--- src/energy_hysteresis_pkg.sv ---
/*
 * Package for the energy and hysteresis register group: command codes,
 * field positions, reset values and the carrier structs.
 * Assumes the including design runs on one clock with an active-low reset.
 */
package energy_hysteresis_pkg;

	// Command codes on the management command port
	localparam logic [7:0] CMD_EXT_INPUT_POWER   = 8'hdb;
	localparam logic [7:0] CMD_ENERGY_SNAPSHOT   = 8'hdc;
	localparam logic [7:0] CMD_BAND_FLOOR        = 8'hf2;
	localparam logic [7:0] CMD_BAND_CEILING      = 8'hf3;
	localparam logic [7:0] CMD_BAND_STATE_FLAGS  = 8'hf4;
	localparam logic [7:0] CMD_INRUSH_LIMIT      = 8'hf6;

	// Reply lengths in bytes
	localparam logic [3:0] LEN_EXT_INPUT_POWER   = 4'h3;
	localparam logic [3:0] LEN_ENERGY_SNAPSHOT   = 4'h8;
	localparam logic [3:0] LEN_WORD              = 4'h2;
	localparam logic [3:0] LEN_BYTE              = 4'h1;
	localparam logic [3:0] LEN_NONE              = 4'h0;

	// Energy snapshot field positions
	localparam int SNAP_COUNT_LSB   = 40;
	localparam int SNAP_WRAP_LSB    = 24;
	localparam int SNAP_ENERGY_LSB  = 0;

	// Band state flag positions
	localparam int FLAG_BELOW_FLOOR    = 0;
	localparam int FLAG_ABOVE_CEILING  = 1;
	localparam int FLAG_COMPARE_LEVEL  = 2;
	localparam int FLAG_OVERCURRENT    = 3;

	// Reset values
	localparam logic [23:0] RST_EXT_INPUT_POWER = 24'h00_0000;
	localparam logic [23:0] RST_SAMPLE_COUNT    = 24'h00_0000;
	localparam logic [15:0] RST_WRAP_TALLY      = 16'h0000;
	localparam logic [23:0] RST_ENERGY          = 24'h00_0000;
	localparam logic [15:0] RST_BAND_FLOOR      = 16'h0000;
	localparam logic [15:0] RST_BAND_CEILING    = 16'hffff;
	localparam logic [7:0]  RST_BAND_FLAGS      = 8'h00;
	localparam logic [3:0]  RST_INRUSH_SCALE    = 4'hf;
	localparam logic [15:0] RST_CURRENT_LIMIT   = 16'h0000;

	// Accumulator wraps from this value back to zero
	localparam logic [23:0] ENERGY_WRAP_MAX     = 24'h7f_ffff;

	// Measurement results handed in by the analog front end logic
	typedef struct packed {
		logic [23:0] extPower;
		logic        extPowerValid;
		logic [15:0] energyIncrement;
		logic        energyValid;
		logic [15:0] bandPower;
		logic [15:0] bandCurrent;
	} measurement_s;

	// Reply to a command port read
	typedef struct packed {
		logic        valid;
		logic        unmapped;
		logic [3:0]  length;
		logic [63:0] data;
	} read_reply_s;

endpackage

--- src/energy_hysteresis_regs.sv ---
/*
 * Energy snapshot, extended input power, hysteretic band comparator and
 * start-up current limit scaling, reached over the management command port.
 * Assumes the bus protocol engine decodes transactions into one-cycle read
 * and write strobes with the command code, and that all measurement inputs
 * come from logic on the same clock.
 */
`timescale 1ns/1ns

module energy_hysteresis_regs (
	input  wire logic                                 clock,
	input  wire logic                                 resetn,
	// Command port from the bus protocol engine
	input  wire logic [7:0]                           cmdCode,
	input  wire logic                                 cmdWrite,
	input  wire logic                                 cmdRead,
	input  wire logic [15:0]                          cmdWriteData,
	output energy_hysteresis_pkg::read_reply_s        readReply,
	// Measurement side
	input  wire energy_hysteresis_pkg::measurement_s  meas,
	input  wire logic                                 powerBandSelect,
	input  wire logic                                 outputOvercurrentAlarm,
	// Current limit side
	input  wire logic                                 startupPhase,
	input  wire logic [15:0]                          inrushFullLimit,
	input  wire logic [15:0]                          runLimit,
	output logic [15:0]                               currentLimit,
	output logic                                      bandCompareLevel
);

	// Register state
	logic [23:0] extInputPower_q;
	logic [23:0] sampleCount_q;
	logic [15:0] accumulatorWrapTally_q;
	logic [23:0] energyAccumulator_q;
	logic [15:0] bandFloor_q;
	logic [15:0] bandCeiling_q;
	logic        aboveCeilingFlag_q;
	logic        belowFloorFlag_q;
	logic        bandCompareLevel_q;
	logic        outputOvercurrentAlarm_q;
	logic [3:0]  inrushLimitScale_q;
	logic [15:0] currentLimit_q;
	energy_hysteresis_pkg::read_reply_s readReply_q;

	// Next values and helpers
	logic [24:0] energySum;
	logic [23:0] energyAccumulator_d;
	logic        energyWrap;
	logic [15:0] comparedValue;
	logic        aboveCeiling;
	logic        belowFloor;
	logic        bandCompareLevel_d;
	logic [20:0] scaledProduct;
	logic [15:0] scaledLimit;
	logic [7:0]  bandStateFlags;
	logic [63:0] energySnapshot;
	energy_hysteresis_pkg::read_reply_s readReply_d;

	// Write decode; writes to read-only or unknown codes are dropped
	logic writeFloor;
	logic writeCeiling;
	logic writeScale;

	always_comb begin
		writeFloor   = 1'b0;
		writeCeiling = 1'b0;
		writeScale   = 1'b0;
		if (cmdWrite && cmdCode == energy_hysteresis_pkg::CMD_BAND_FLOOR) begin
			writeFloor = 1'b1;
		end else if (cmdWrite && cmdCode == energy_hysteresis_pkg::CMD_BAND_CEILING) begin
			writeCeiling = 1'b1;
		end else if (cmdWrite && cmdCode == energy_hysteresis_pkg::CMD_INRUSH_LIMIT) begin
			writeScale = 1'b1;
		end
	end

	hold_reg #(
		.WIDTH       (24),
		.RESET_VALUE (energy_hysteresis_pkg::RST_EXT_INPUT_POWER)
	) ext_power_reg (
		.clock  (clock),
		.resetn (resetn),
		.load   (meas.extPowerValid),
		.d      (meas.extPower),
		.q      (extInputPower_q)
	);

	// Accumulator sum; increment is 16 bits so one wrap at most per sample
	always_comb begin
		energySum           = {1'b0, energyAccumulator_q} + {9'h000, meas.energyIncrement};
		energyWrap          = energySum > {1'b0, energy_hysteresis_pkg::ENERGY_WRAP_MAX};
		energyAccumulator_d = energySum[23:0];
		if (energyWrap) begin
			energyAccumulator_d = energySum[23:0] - (energy_hysteresis_pkg::ENERGY_WRAP_MAX + 24'h00_0001);
		end
	end

	always_ff @(posedge clock or negedge resetn) begin
		if (!resetn) begin
			sampleCount_q <= energy_hysteresis_pkg::RST_SAMPLE_COUNT;
		end else if (meas.energyValid) begin
			sampleCount_q <= sampleCount_q + 24'h00_0001; // Free-running, wraps silently
		end
	end

	always_ff @(posedge clock or negedge resetn) begin
		if (!resetn) begin
			accumulatorWrapTally_q <= energy_hysteresis_pkg::RST_WRAP_TALLY;
		end else if (meas.energyValid && energyWrap) begin
			accumulatorWrapTally_q <= accumulatorWrapTally_q + 16'h0001;
		end
	end

	always_ff @(posedge clock or negedge resetn) begin
		if (!resetn) begin
			energyAccumulator_q <= energy_hysteresis_pkg::RST_ENERGY;
		end else if (meas.energyValid) begin
			energyAccumulator_q <= energyAccumulator_d;
		end
	end

	hold_reg #(
		.WIDTH       (16),
		.RESET_VALUE (energy_hysteresis_pkg::RST_BAND_FLOOR)
	) band_floor_reg (
		.clock  (clock),
		.resetn (resetn),
		.load   (writeFloor),
		.d      (cmdWriteData),
		.q      (bandFloor_q)
	);

	// upper band threshold
	// All ones after reset keeps the comparator low until software programs a band
	hold_reg #(
		.WIDTH       (16),
		.RESET_VALUE (energy_hysteresis_pkg::RST_BAND_CEILING)
	) band_ceiling_reg (
		.clock  (clock),
		.resetn (resetn),
		.load   (writeCeiling),
		.d      (cmdWriteData),
		.q      (bandCeiling_q)
	);

	always_ff @(posedge clock or negedge resetn) begin
		if (!resetn) begin
			inrushLimitScale_q <= energy_hysteresis_pkg::RST_INRUSH_SCALE;
		end else if (writeScale) begin
			inrushLimitScale_q <= cmdWriteData[3:0]; // Upper bits have no storage
		end
	end

	// Band comparison on the selected quantity
	always_comb begin
		comparedValue = powerBandSelect ? meas.bandPower : meas.bandCurrent;
		aboveCeiling  = comparedValue > bandCeiling_q;
		belowFloor    = comparedValue < bandFloor_q;
		bandCompareLevel_d = bandCompareLevel_q;
		if (aboveCeiling) begin
			bandCompareLevel_d = 1'b1; // Rising wins if thresholds are crossed over
		end else if (belowFloor) begin
			bandCompareLevel_d = 1'b0;
		end
	end

	// above ceiling flag
	// Live flags load every cycle; only the compare level holds its state, and there set wins over clear
	hold_reg #(
		.WIDTH       (1),
		.RESET_VALUE (energy_hysteresis_pkg::RST_BAND_FLAGS[energy_hysteresis_pkg::FLAG_ABOVE_CEILING])
	) above_flag_reg (
		.clock  (clock),
		.resetn (resetn),
		.load   (1'b1),
		.d      (aboveCeiling),
		.q      (aboveCeilingFlag_q)
	);

	hold_reg #(
		.WIDTH       (1),
		.RESET_VALUE (energy_hysteresis_pkg::RST_BAND_FLAGS[energy_hysteresis_pkg::FLAG_BELOW_FLOOR])
	) below_flag_reg (
		.clock  (clock),
		.resetn (resetn),
		.load   (1'b1),
		.d      (belowFloor),
		.q      (belowFloorFlag_q)
	);

	hold_reg #(
		.WIDTH       (1),
		.RESET_VALUE (energy_hysteresis_pkg::RST_BAND_FLAGS[energy_hysteresis_pkg::FLAG_COMPARE_LEVEL])
	) level_flag_reg (
		.clock  (clock),
		.resetn (resetn),
		.load   (1'b1),
		.d      (bandCompareLevel_d),
		.q      (bandCompareLevel_q)
	);

	hold_reg #(
		.WIDTH       (1),
		.RESET_VALUE (energy_hysteresis_pkg::RST_BAND_FLAGS[energy_hysteresis_pkg::FLAG_OVERCURRENT])
	) alarm_flag_reg (
		.clock  (clock),
		.resetn (resetn),
		.load   (1'b1),
		.d      (outputOvercurrentAlarm),
		.q      (outputOvercurrentAlarm_q)
	);

	// Start-up limit scaling; product of 16 by 5 bits never exceeds full level after shift
	always_comb begin
		scaledProduct = inrushFullLimit * ({1'b0, inrushLimitScale_q} + 5'h01);
		scaledLimit   = scaledProduct[19:4];
	end

	always_ff @(posedge clock or negedge resetn) begin
		if (!resetn) begin
			currentLimit_q <= energy_hysteresis_pkg::RST_CURRENT_LIMIT; // Safest limit until the first edge
		end else if (startupPhase) begin
			currentLimit_q <= scaledLimit;
		end else begin
			currentLimit_q <= runLimit;
		end
	end

	// Read images
	always_comb begin
		bandStateFlags                                          = energy_hysteresis_pkg::RST_BAND_FLAGS;
		bandStateFlags[energy_hysteresis_pkg::FLAG_BELOW_FLOOR]   = belowFloorFlag_q;
		bandStateFlags[energy_hysteresis_pkg::FLAG_ABOVE_CEILING] = aboveCeilingFlag_q;
		bandStateFlags[energy_hysteresis_pkg::FLAG_COMPARE_LEVEL] = bandCompareLevel_q;
		bandStateFlags[energy_hysteresis_pkg::FLAG_OVERCURRENT]   = outputOvercurrentAlarm_q;
		energySnapshot = 64'h0000_0000_0000_0000;
		energySnapshot[energy_hysteresis_pkg::SNAP_COUNT_LSB +: 24]  = sampleCount_q;
		energySnapshot[energy_hysteresis_pkg::SNAP_WRAP_LSB +: 16]   = accumulatorWrapTally_q;
		energySnapshot[energy_hysteresis_pkg::SNAP_ENERGY_LSB +: 24] = energyAccumulator_q;
	end

	// Read decode; unknown codes answer with zero data and a marker
	always_comb begin
		readReply_d          = '0;
		readReply_d.valid    = cmdRead;
		if (!cmdRead) begin
			readReply_d.valid = 1'b0;
		end else if (cmdCode == energy_hysteresis_pkg::CMD_EXT_INPUT_POWER) begin
			readReply_d.length     = energy_hysteresis_pkg::LEN_EXT_INPUT_POWER;
			readReply_d.data[23:0] = extInputPower_q;
		end else if (cmdCode == energy_hysteresis_pkg::CMD_ENERGY_SNAPSHOT) begin
			readReply_d.length = energy_hysteresis_pkg::LEN_ENERGY_SNAPSHOT;
			readReply_d.data   = energySnapshot;
		end else if (cmdCode == energy_hysteresis_pkg::CMD_BAND_FLOOR) begin
			readReply_d.length     = energy_hysteresis_pkg::LEN_WORD;
			readReply_d.data[15:0] = bandFloor_q;
		end else if (cmdCode == energy_hysteresis_pkg::CMD_BAND_CEILING) begin
			readReply_d.length     = energy_hysteresis_pkg::LEN_WORD;
			readReply_d.data[15:0] = bandCeiling_q;
		end else if (cmdCode == energy_hysteresis_pkg::CMD_BAND_STATE_FLAGS) begin
			readReply_d.length    = energy_hysteresis_pkg::LEN_BYTE;
			readReply_d.data[7:0] = bandStateFlags;
		end else if (cmdCode == energy_hysteresis_pkg::CMD_INRUSH_LIMIT) begin
			readReply_d.length    = energy_hysteresis_pkg::LEN_WORD;
			readReply_d.data[3:0] = inrushLimitScale_q;
		end else begin
			readReply_d.unmapped = 1'b1;
			readReply_d.length   = energy_hysteresis_pkg::LEN_NONE;
		end
	end

	// Reply register; captured in the strobe cycle so the snapshot cannot tear
	always_ff @(posedge clock or negedge resetn) begin
		if (!resetn) begin
			readReply_q <= '0;
		end else begin
			readReply_q <= readReply_d;
		end
	end

	// Outputs straight from flops
	assign readReply        = readReply_q;
	assign currentLimit     = currentLimit_q;
	assign bandCompareLevel = bandCompareLevel_q;

endmodule // energy_hysteresis_regs

// Loadable register with a fixed value after reset
// Shared by thresholds and live flags so reset handling stays uniform
module hold_reg #(
	parameter int               WIDTH       = 1,
	parameter logic [WIDTH-1:0] RESET_VALUE = '0
) (
	input  wire logic             clock,
	input  wire logic             resetn,
	input  wire logic             load,
	input  wire logic [WIDTH-1:0] d,
	output logic [WIDTH-1:0]      q
);

	// Async clear to the reset value, load otherwise
	always_ff @(posedge clock or negedge resetn) begin
		if (!resetn) begin
			q <= RESET_VALUE;
		end else if (load) begin
			q <= d;
		end
	end

endmodule // hold_reg

--- config.mk ---
export PLATFORM = sky130hd
export DESIGN_NAME = energy_hysteresis_regs
export DESIGN_NICKNAME = d
export VERILOG_FILES = /design/src/energy_hysteresis_pkg.sv /design/src/energy_hysteresis_regs.sv
export SDC_FILE = /design/constraint.sdc
export NUM_CORES = 1
export LEC_CHECK = 0
export ABC_CLOCK_PERIOD_IN_PS = 15900
export BUFFER_PORTS_ARGS = -buffer_cell sky130_fd_sc_hd__buf_2
export CAP_MARGIN = 20
export CORE_MARGIN = 2
export CORE_UTILIZATION = 40
export CTS_CLUSTER_DIAMETER = 200
export DETAILED_ROUTE_END_ITERATION = 6
export GPL_ROUTABILITY_DRIVEN = 0
export PLACE_DENSITY_LB_ADDON = 0.15
export SETUP_SLACK_MARGIN = 0.15
export SYNTH_ARGS = -nofsm -noshare
export SYNTH_HDL_FRONTEND = slang
export SYNTH_HIERARCHICAL = 1
export SYNTH_SLANG_ARGS = --single-unit
--- constraint.sdc ---
create_clock -name clock -period 15.9 [get_ports clock]
set_input_delay 3.18 -clock clock [delete_from_list [all_inputs] [get_ports clock]]
set_output_delay 3.18 -clock clock [all_outputs]
set_load 0.02 [all_outputs]
==> results.json, run 1 <==
{
  "tightestPinTransition_ns": 1.064,
  "fin_skew_ns": 0.01591,
  "p_leak_nw": 7.394,
  "placedCellCount": 1722,
  "r2r-end": "currentLimit[12]",
  "yosysMostFrequentCell": "dfrtp_1",
  "final_nets": 1601,
  "seqPwrFrac_pct": 39.6,
  "dieHeight_um": 181.8,
  "clock_tree.buffer_depth": 3,
  "yosys_warnings": 6,
  "max_stage_delay_ns": 0.55,
  "fin_cells": 1773,
  "via_per_inst": 4.974,
  "async_reset_ff_share_pct": 100.0,
  "synth_seq_cells": 213,
  "synth_compound_area_share_pct": 9.077,
  "crit_family": "adder cells",
  "setup_viol": 0,
  "clkLatencyLatePin_ns": 0.53,
  "dr.pass1.iters": 6,
  "status": "complete, no violations",
  "syn_to_final_growth_pct": 18.59,
  "multi_input_area_um2": 6684,
  "cts-hold-fix-buffers": 0,
  "synth_ff_type": "dfrtp_1",
  "synth_area_per_cell_um2": 11.23,
  "first_global_vias": 9043,
  "synth-xor-area-share_pct": 5.336,
  "cp-end-kind": "register",
  "fin_crit_sh_pct": 44.99,
  "postRouteAntennaNets": 0,
  "synth_top_family_by_area": "adder cells",
  "max_cap_viol_count": 0,
  "power_frac_comb_pct": 24.3,
  "rsz0062_at_grt": "no",
  "dp_hpwl_mm": 22.77,
  "rr_worst_depth": 18,
  "drive_above_1_share_pct": 29.87,
  "dpl_cell_area_um2": 14110,
  "p_sw_share_pct": 30.27,
  "routed_wirelength_mm": 30.09,
  "grt_overflow_total": 0,
  "crit_type": "in2reg",
  "power.density_nw_per_um2": 110.1,
  "yosys.area_share.simple_pct": 13.76,
  "grt_antenna_before_repair": 11,
  "htree_levels": 1,
  "fin_area_um2": 14990,
  "clock_sinks": 213,
  "hold_depth": 1,
  "cts_resized": 0,
  "hp-class": "reg2reg",
  "path_cells": "buf_2 -> and2_1 -> fa_1 -> fa_1 -> inv_1 -> fa_1 -> inv_1 -> ha_1 -> and4_1 -> a2111oi_4 -> o21ai_2 -> a31o_2 -> a221oi_4 -> nand2b_1 -> a21oi_2 -> xnor2_1 -> mux2_2",
  "timing.rr.start": "inrushLimitScale_q[0]",
  "muxShareOfSynthArea_pct": 10.54,
  "yosys.area_share.adder_pct": 14.02,
  "fin_crit_ns": 7.153,
  "fillers": 2985,
  "clkPwrFrac_pct": 36.2,
  "slew_violations": 0,
  "drtIter0Drc": 560,
  "holdWs_ns": 0.4617,
  "min-delay-start": "accumulatorWrapTally_q[15]",
  "worstHoldEndpoint": "accumulatorWrapTally_q[15]",
  "die_area_um2": 33040,
  "path_common_cell": "fa_1",
  "row_count": 65,
  "power_mw": 1.650,
  "synthTopCellsByCount": "193 x dfrtp_1, 97 x inv_1, 90 x and2_1",
  "utilization_pct": 47.87,
  "yosysTopAreaCell": "dfrtp_1",
  "worst_slack_ns": 8.747,
  "yosys.cell_types.count": 57,
  "fmax_mhz": 139.8,
  "cts_setup_buffers": 0,
  "tritoncts": "built",
  "vias": 8819,
  "p_int_mw": 1.151,
  "r2r_setup_slack_ns": 10.01,
  "seqCellArea_um2": 5355,
  "syn_inst": 1126,
  "ys_seq_area_share_pct": 42.37,
  "grtUsageTotal_pct": 18.53,
  "synth_area_um2": 12640,
  "path_clk_slew_ns": 0.06,
  "portBuffers": 222,
  "critPathArrivalTime_ns": 7.57,
  "crit_slowest_cell": "fa_1",
  "cts_buffers": 25,
  "synth_top_area_share_pct": 38.21,
  "slew_headroom_pct": 29.06,
  "peakVddDrop_uv": 82.65,
  "wl_per_cell_um": 16.97,
  "grt_pass1_wl_mm": 48.75,
  "cp.required_ns": 16.31,
  "grt_max_degree": 80,
  "io_pins": 224,
  "power_switching_mw": 0.4996,
  "drcViolationCount": 0,
  "cp_max_fo": 5,
  "hold_violations": 0,
  "synth-edff-count": 0,
  "start_util_pct": 40.37,
  "synth_top_cells_by_area": "dfrtp_1 38%, ha_1 7.5%, fa_1 6.5%",
  "dieWidth_um": 181.8,
  "start_kind": "primary input",
  "crit_buf_inv": 3,
  "fin_tns_setup_ns": 0,
  "post-place-ws_ns": 8.195,
  "cts_root_buffer": "clkbuf_16",
  "core_area_um2": 31310
}
[registers in the layout, summed over array words and instances, names as in the netlist, 16 cells and up]
name / count
readReply: 69
ext_power_reg/q: 24
accumulatorWrapTally_q: 16
band_floor_reg/q: 16
currentLimit: 16
sampleCount_q: 24
band_ceiling_reg/q: 16
energyAccumulator_q: 24
[power groups by stage]
stage                     sequential [mW]  combinational [mW]  clock, mW
after global placement              0.662               0.396          0
after detailed placement            0.664               0.402          0
after CTS                           0.654               0.405      0.614
final                               0.653               0.400      0.597
after global routing                0.661               0.456      0.637
after floorplan                     0.652               0.296          0
[worst max path at each step]
| stage | startpoint | endpoint | slack [ns] | cells after the start |
|---|---|---|---|---|
| 2_1_floorplan | inrushFullLimit[1] | currentLimit[12] | 8.65 | 16 |
| 3_3_place_gp | inrushFullLimit[1] | currentLimit[12] | 8.28 | 17 |
| 3_5_place_dp | inrushFullLimit[1] | currentLimit[12] | 8.20 | 17 |
| 4_1_cts | inrushFullLimit[1] | currentLimit[12] | 8.75 | 17 |
| 5_1_grt | inrushFullLimit[1] | currentLimit[12] | 8.52 | 17 |
| 6_report | inrushFullLimit[1] | currentLimit[12] | 8.75 | 17 |
[routing by layer]
layer / global-route usage [%] / part of all wire, %
met2: 29.53 / 45
met3: 3.871 / 5.5
met1: 25.81 / 47
met4: 4.715 / 2.0
met5: 0 / 0.23
[cells by family after synthesis]
group                    after synthesis
AO/OA/AOI/OAI                        160
XOR/XNOR                              77
adder cells (fa/ha/maj)              117
buffers and inverters                137
flip-flops                           213
multiplexers                         104
other                                  2
AND/OR/NAND/NOR                      316
[cell usage in the layout, fill, tap and decap left out, types with 35 or more instances in the layout]
| master | netlist | layout |
|---|---|---|
| buf_2 | 1 | 221 |
| ha_1 | 76 | 76 |
| dfrtp_1 | 193 | 193 |
| a21oi_1 | 35 | 35 |
| and2_1 | 90 | 90 |
| inv_1 | 97 | 97 |
| nand2_1 | 54 | 54 |
| mux2_4 | 44 | 44 |
| mux2_2 | 57 | 57 |
| fa_1 | 41 | 41 |
| xnor2_1 | 57 | 57 |
[layout make-up]
class,count,share of cell area [%]
clock inverter,14,1.135
tap,402,3.356
clock buffer,32,4.616
inverter,97,2.429
antenna,5,0.08347
multi-input combinational,779,44.59
timing repair buffer,231,8.063
sequential,213,35.73
Power figures use the tool's default switching activity.
==> run 2, diff against run 1 <==
--- a/config.mk
+++ b/config.mk
@@ -5,7 +5,7 @@
 export SDC_FILE = /design/constraint.sdc
 export NUM_CORES = 1
 export LEC_CHECK = 0
-export ABC_CLOCK_PERIOD_IN_PS = 15900
+export ABC_CLOCK_PERIOD_IN_PS = 6870
 export BUFFER_PORTS_ARGS = -buffer_cell sky130_fd_sc_hd__buf_2
 export CAP_MARGIN = 20
 export CORE_MARGIN = 2
==> constraint.sdc (replaced) <==
create_clock -name clock -period 6.87 [get_ports clock]
set_input_delay 1.374 -clock clock [delete_from_list [all_inputs] [get_ports clock]]
set_output_delay 1.374 -clock clock [all_outputs]
set_load 0.02 [all_outputs]
==> run 2 against run 1 <==
Compared with the run above:
- sequential power grew 130%
- combinational power grew 130%
- global-route usage fell by 0.10 points
- critical path type is now reg2reg
- largest cell class unchanged
==> results.json, run 2 (synthesis results as in run 1) <==
{
  "dr.pass1.iters": 5,
  "layout_common_cells": "221 x buf_2, 193 x dfrtp_1, 97 x inv_1",
  "portBuffers": 222,
  "hold_violations": 0,
  "dp_hpwl_mm": 22.98,
  "drcViolationCount": 0,
  "tightestPinTransition_ns": 1.052,
  "clock_sinks": 213,
  "path_clk_slew_ns": 0.06,
  "slew_violations": 0,
  "wl_per_cell_um": 17.15,
  "cts_root_buffer": "clkbuf_16",
  "utilization_pct": 47.59,
  "fin_crit_ns": 5.646,
  "tritoncts": "built",
  "cts_buffers": 25,
  "grtUsageTotal_pct": 18.42,
  "drive_above_1_share_pct": 29.45,
  "grt_antenna_before_repair": 9,
  "io_pins": 224,
  "core_area_um2": 31310,
  "status": "complete, no violations",
  "grt_overflow_total": 0,
  "die_area_um2": 33040,
  "cp_max_fo": 16,
  "drtIter0Drc": 432,
  "routed_wirelength_mm": 30.37,
  "clkLatencyLatePin_ns": 0.54,
  "cts-hold-fix-buffers": 0,
  "clock_tree.buffer_depth": 3,
  "crit_type": "reg2reg",
  "hp-class": "reg2reg",
  "cts_setup_buffers": 0,
  "power.density_nw_per_um2": 249.9,
  "postRouteAntennaNets": 0,
  "rsz0062_at_grt": "no",
  "first_global_vias": 8844,
  "fin_crit_sh_pct": 82.19,
  "htree_levels": 1,
  "via_per_inst": 4.973,
  "final_common_cell": "buf_2",
  "cp.required_ns": 7.29,
  "syn_to_final_growth_pct": 17.89,
  "setup_viol": 0,
  "vias": 8807,
  "final_nets": 1601,
  "row_count": 65,
  "start_kind": "register",
  "fin_skew_ns": 0.01048,
  "peakVddDrop_uv": 215.2,
  "critPathArrivalTime_ns": 6.06,
  "start_util_pct": 40.37,
  "p_leak_nw": 7.352,
  "max_cap_viol_count": 0,
  "largest_reg_flops": 69,
  "fin_tns_setup_ns": 0,
  "cp-end-kind": "register",
  "cts_resized": 0,
  "grt_max_degree": 76,
  "fmax_mhz": 177.1,
  "grt_pass1_wl_mm": 48.49,
  "dieHeight_um": 181.8,
  "dieWidth_um": 181.8,
  "slew_headroom_pct": 29.84
}
run 2: changes by cell type in the layout (fill, tap and decap cells not counted), sizes merged:
cell | previous run | this run
clkbuf | 32 | 36
clkinv | 7 | 6
diode | 5 | 4
bufinv | 3 | 1
inv | 100 | 98
run 2: final timing paths:
path / startpoint / end / slack (ns) / depth (start not counted)
max: inrushLimitScale_q[1] / currentLimit[12] / 1.22 / 18
min: sampleCount_q[23] / sampleCount_q[23] / 0.47 / 1
min reg2reg: sampleCount_q[23] / sampleCount_q[23] / 0.47 / 1
max in group asynchronous: resetn / sampleCount_q[9] / 4.61 / 2
min in group asynchronous: resetn / currentLimit[11] / 0.81 / 1
max reg2reg: inrushLimitScale_q[1] / currentLimit[12] / 1.22 / 18
run 2: final cells by class:
type                            count  area [um2]
Antenna cell                        4       10.01
Sequential cell                   213        5355
Fill cell                        2949       16410
Multi-Input combinational cell    779        6684
Timing Repair Buffer              231        1196
Clock inverter                      9       91.34
Clock buffer                       36       696.9
Tap cell                          402       503.0
Inverter                           97       364.1
run 2: critical path: stages (launching register included):
cell	delay (ns)
dfstp_2	0.55
ha_1	0.17
and3_1	0.53
and2_1	0.24
fa_1	0.42
fa_1	0.55
inv_1	0.06
fa_1	0.53
inv_1	0.04
ha_1	0.31
and4_1	0.24
a2111oi_4	0.50
o21ai_2	0.11
a31o_2	0.31
a221oi_4	0.31
nand2b_1	0.15
a21oi_2	0.16
xnor2_1	0.07
mux2_2	0.26
run 2: layer usage:
metal	vias up	part of all wire, %	track usage [%]
met4	10	1.5	4.033
li1	4273	-	-
met2	218	45	29.49
met1	4262	47	25.58
met5	-	0.21	0
met3	44	6.2	4.232
run 2: metrics by stage:
stage                     hold slack [ns]  instance area (um2)  power (mW)  std cells  setup WS, ns
after floorplan                    0.4376                12650       2.194       1129         1.424
after global placement             0.4526                14090       2.453       1721         1.009
after detailed placement           0.4597                14100       2.465       1722        0.9703
after CTS                          0.4675                14890       3.776       1767         1.204
after global routing               0.4861                14900       3.957       1769        0.8694
final                              0.4660                14900       3.724       1771         1.224
run 2: report_power, final:
group / internal (mW) / switching (mW)
Clock: 0.746 / 0.538
Sequential: 1.39 / 0.122
Combinational: 0.444 / 0.486
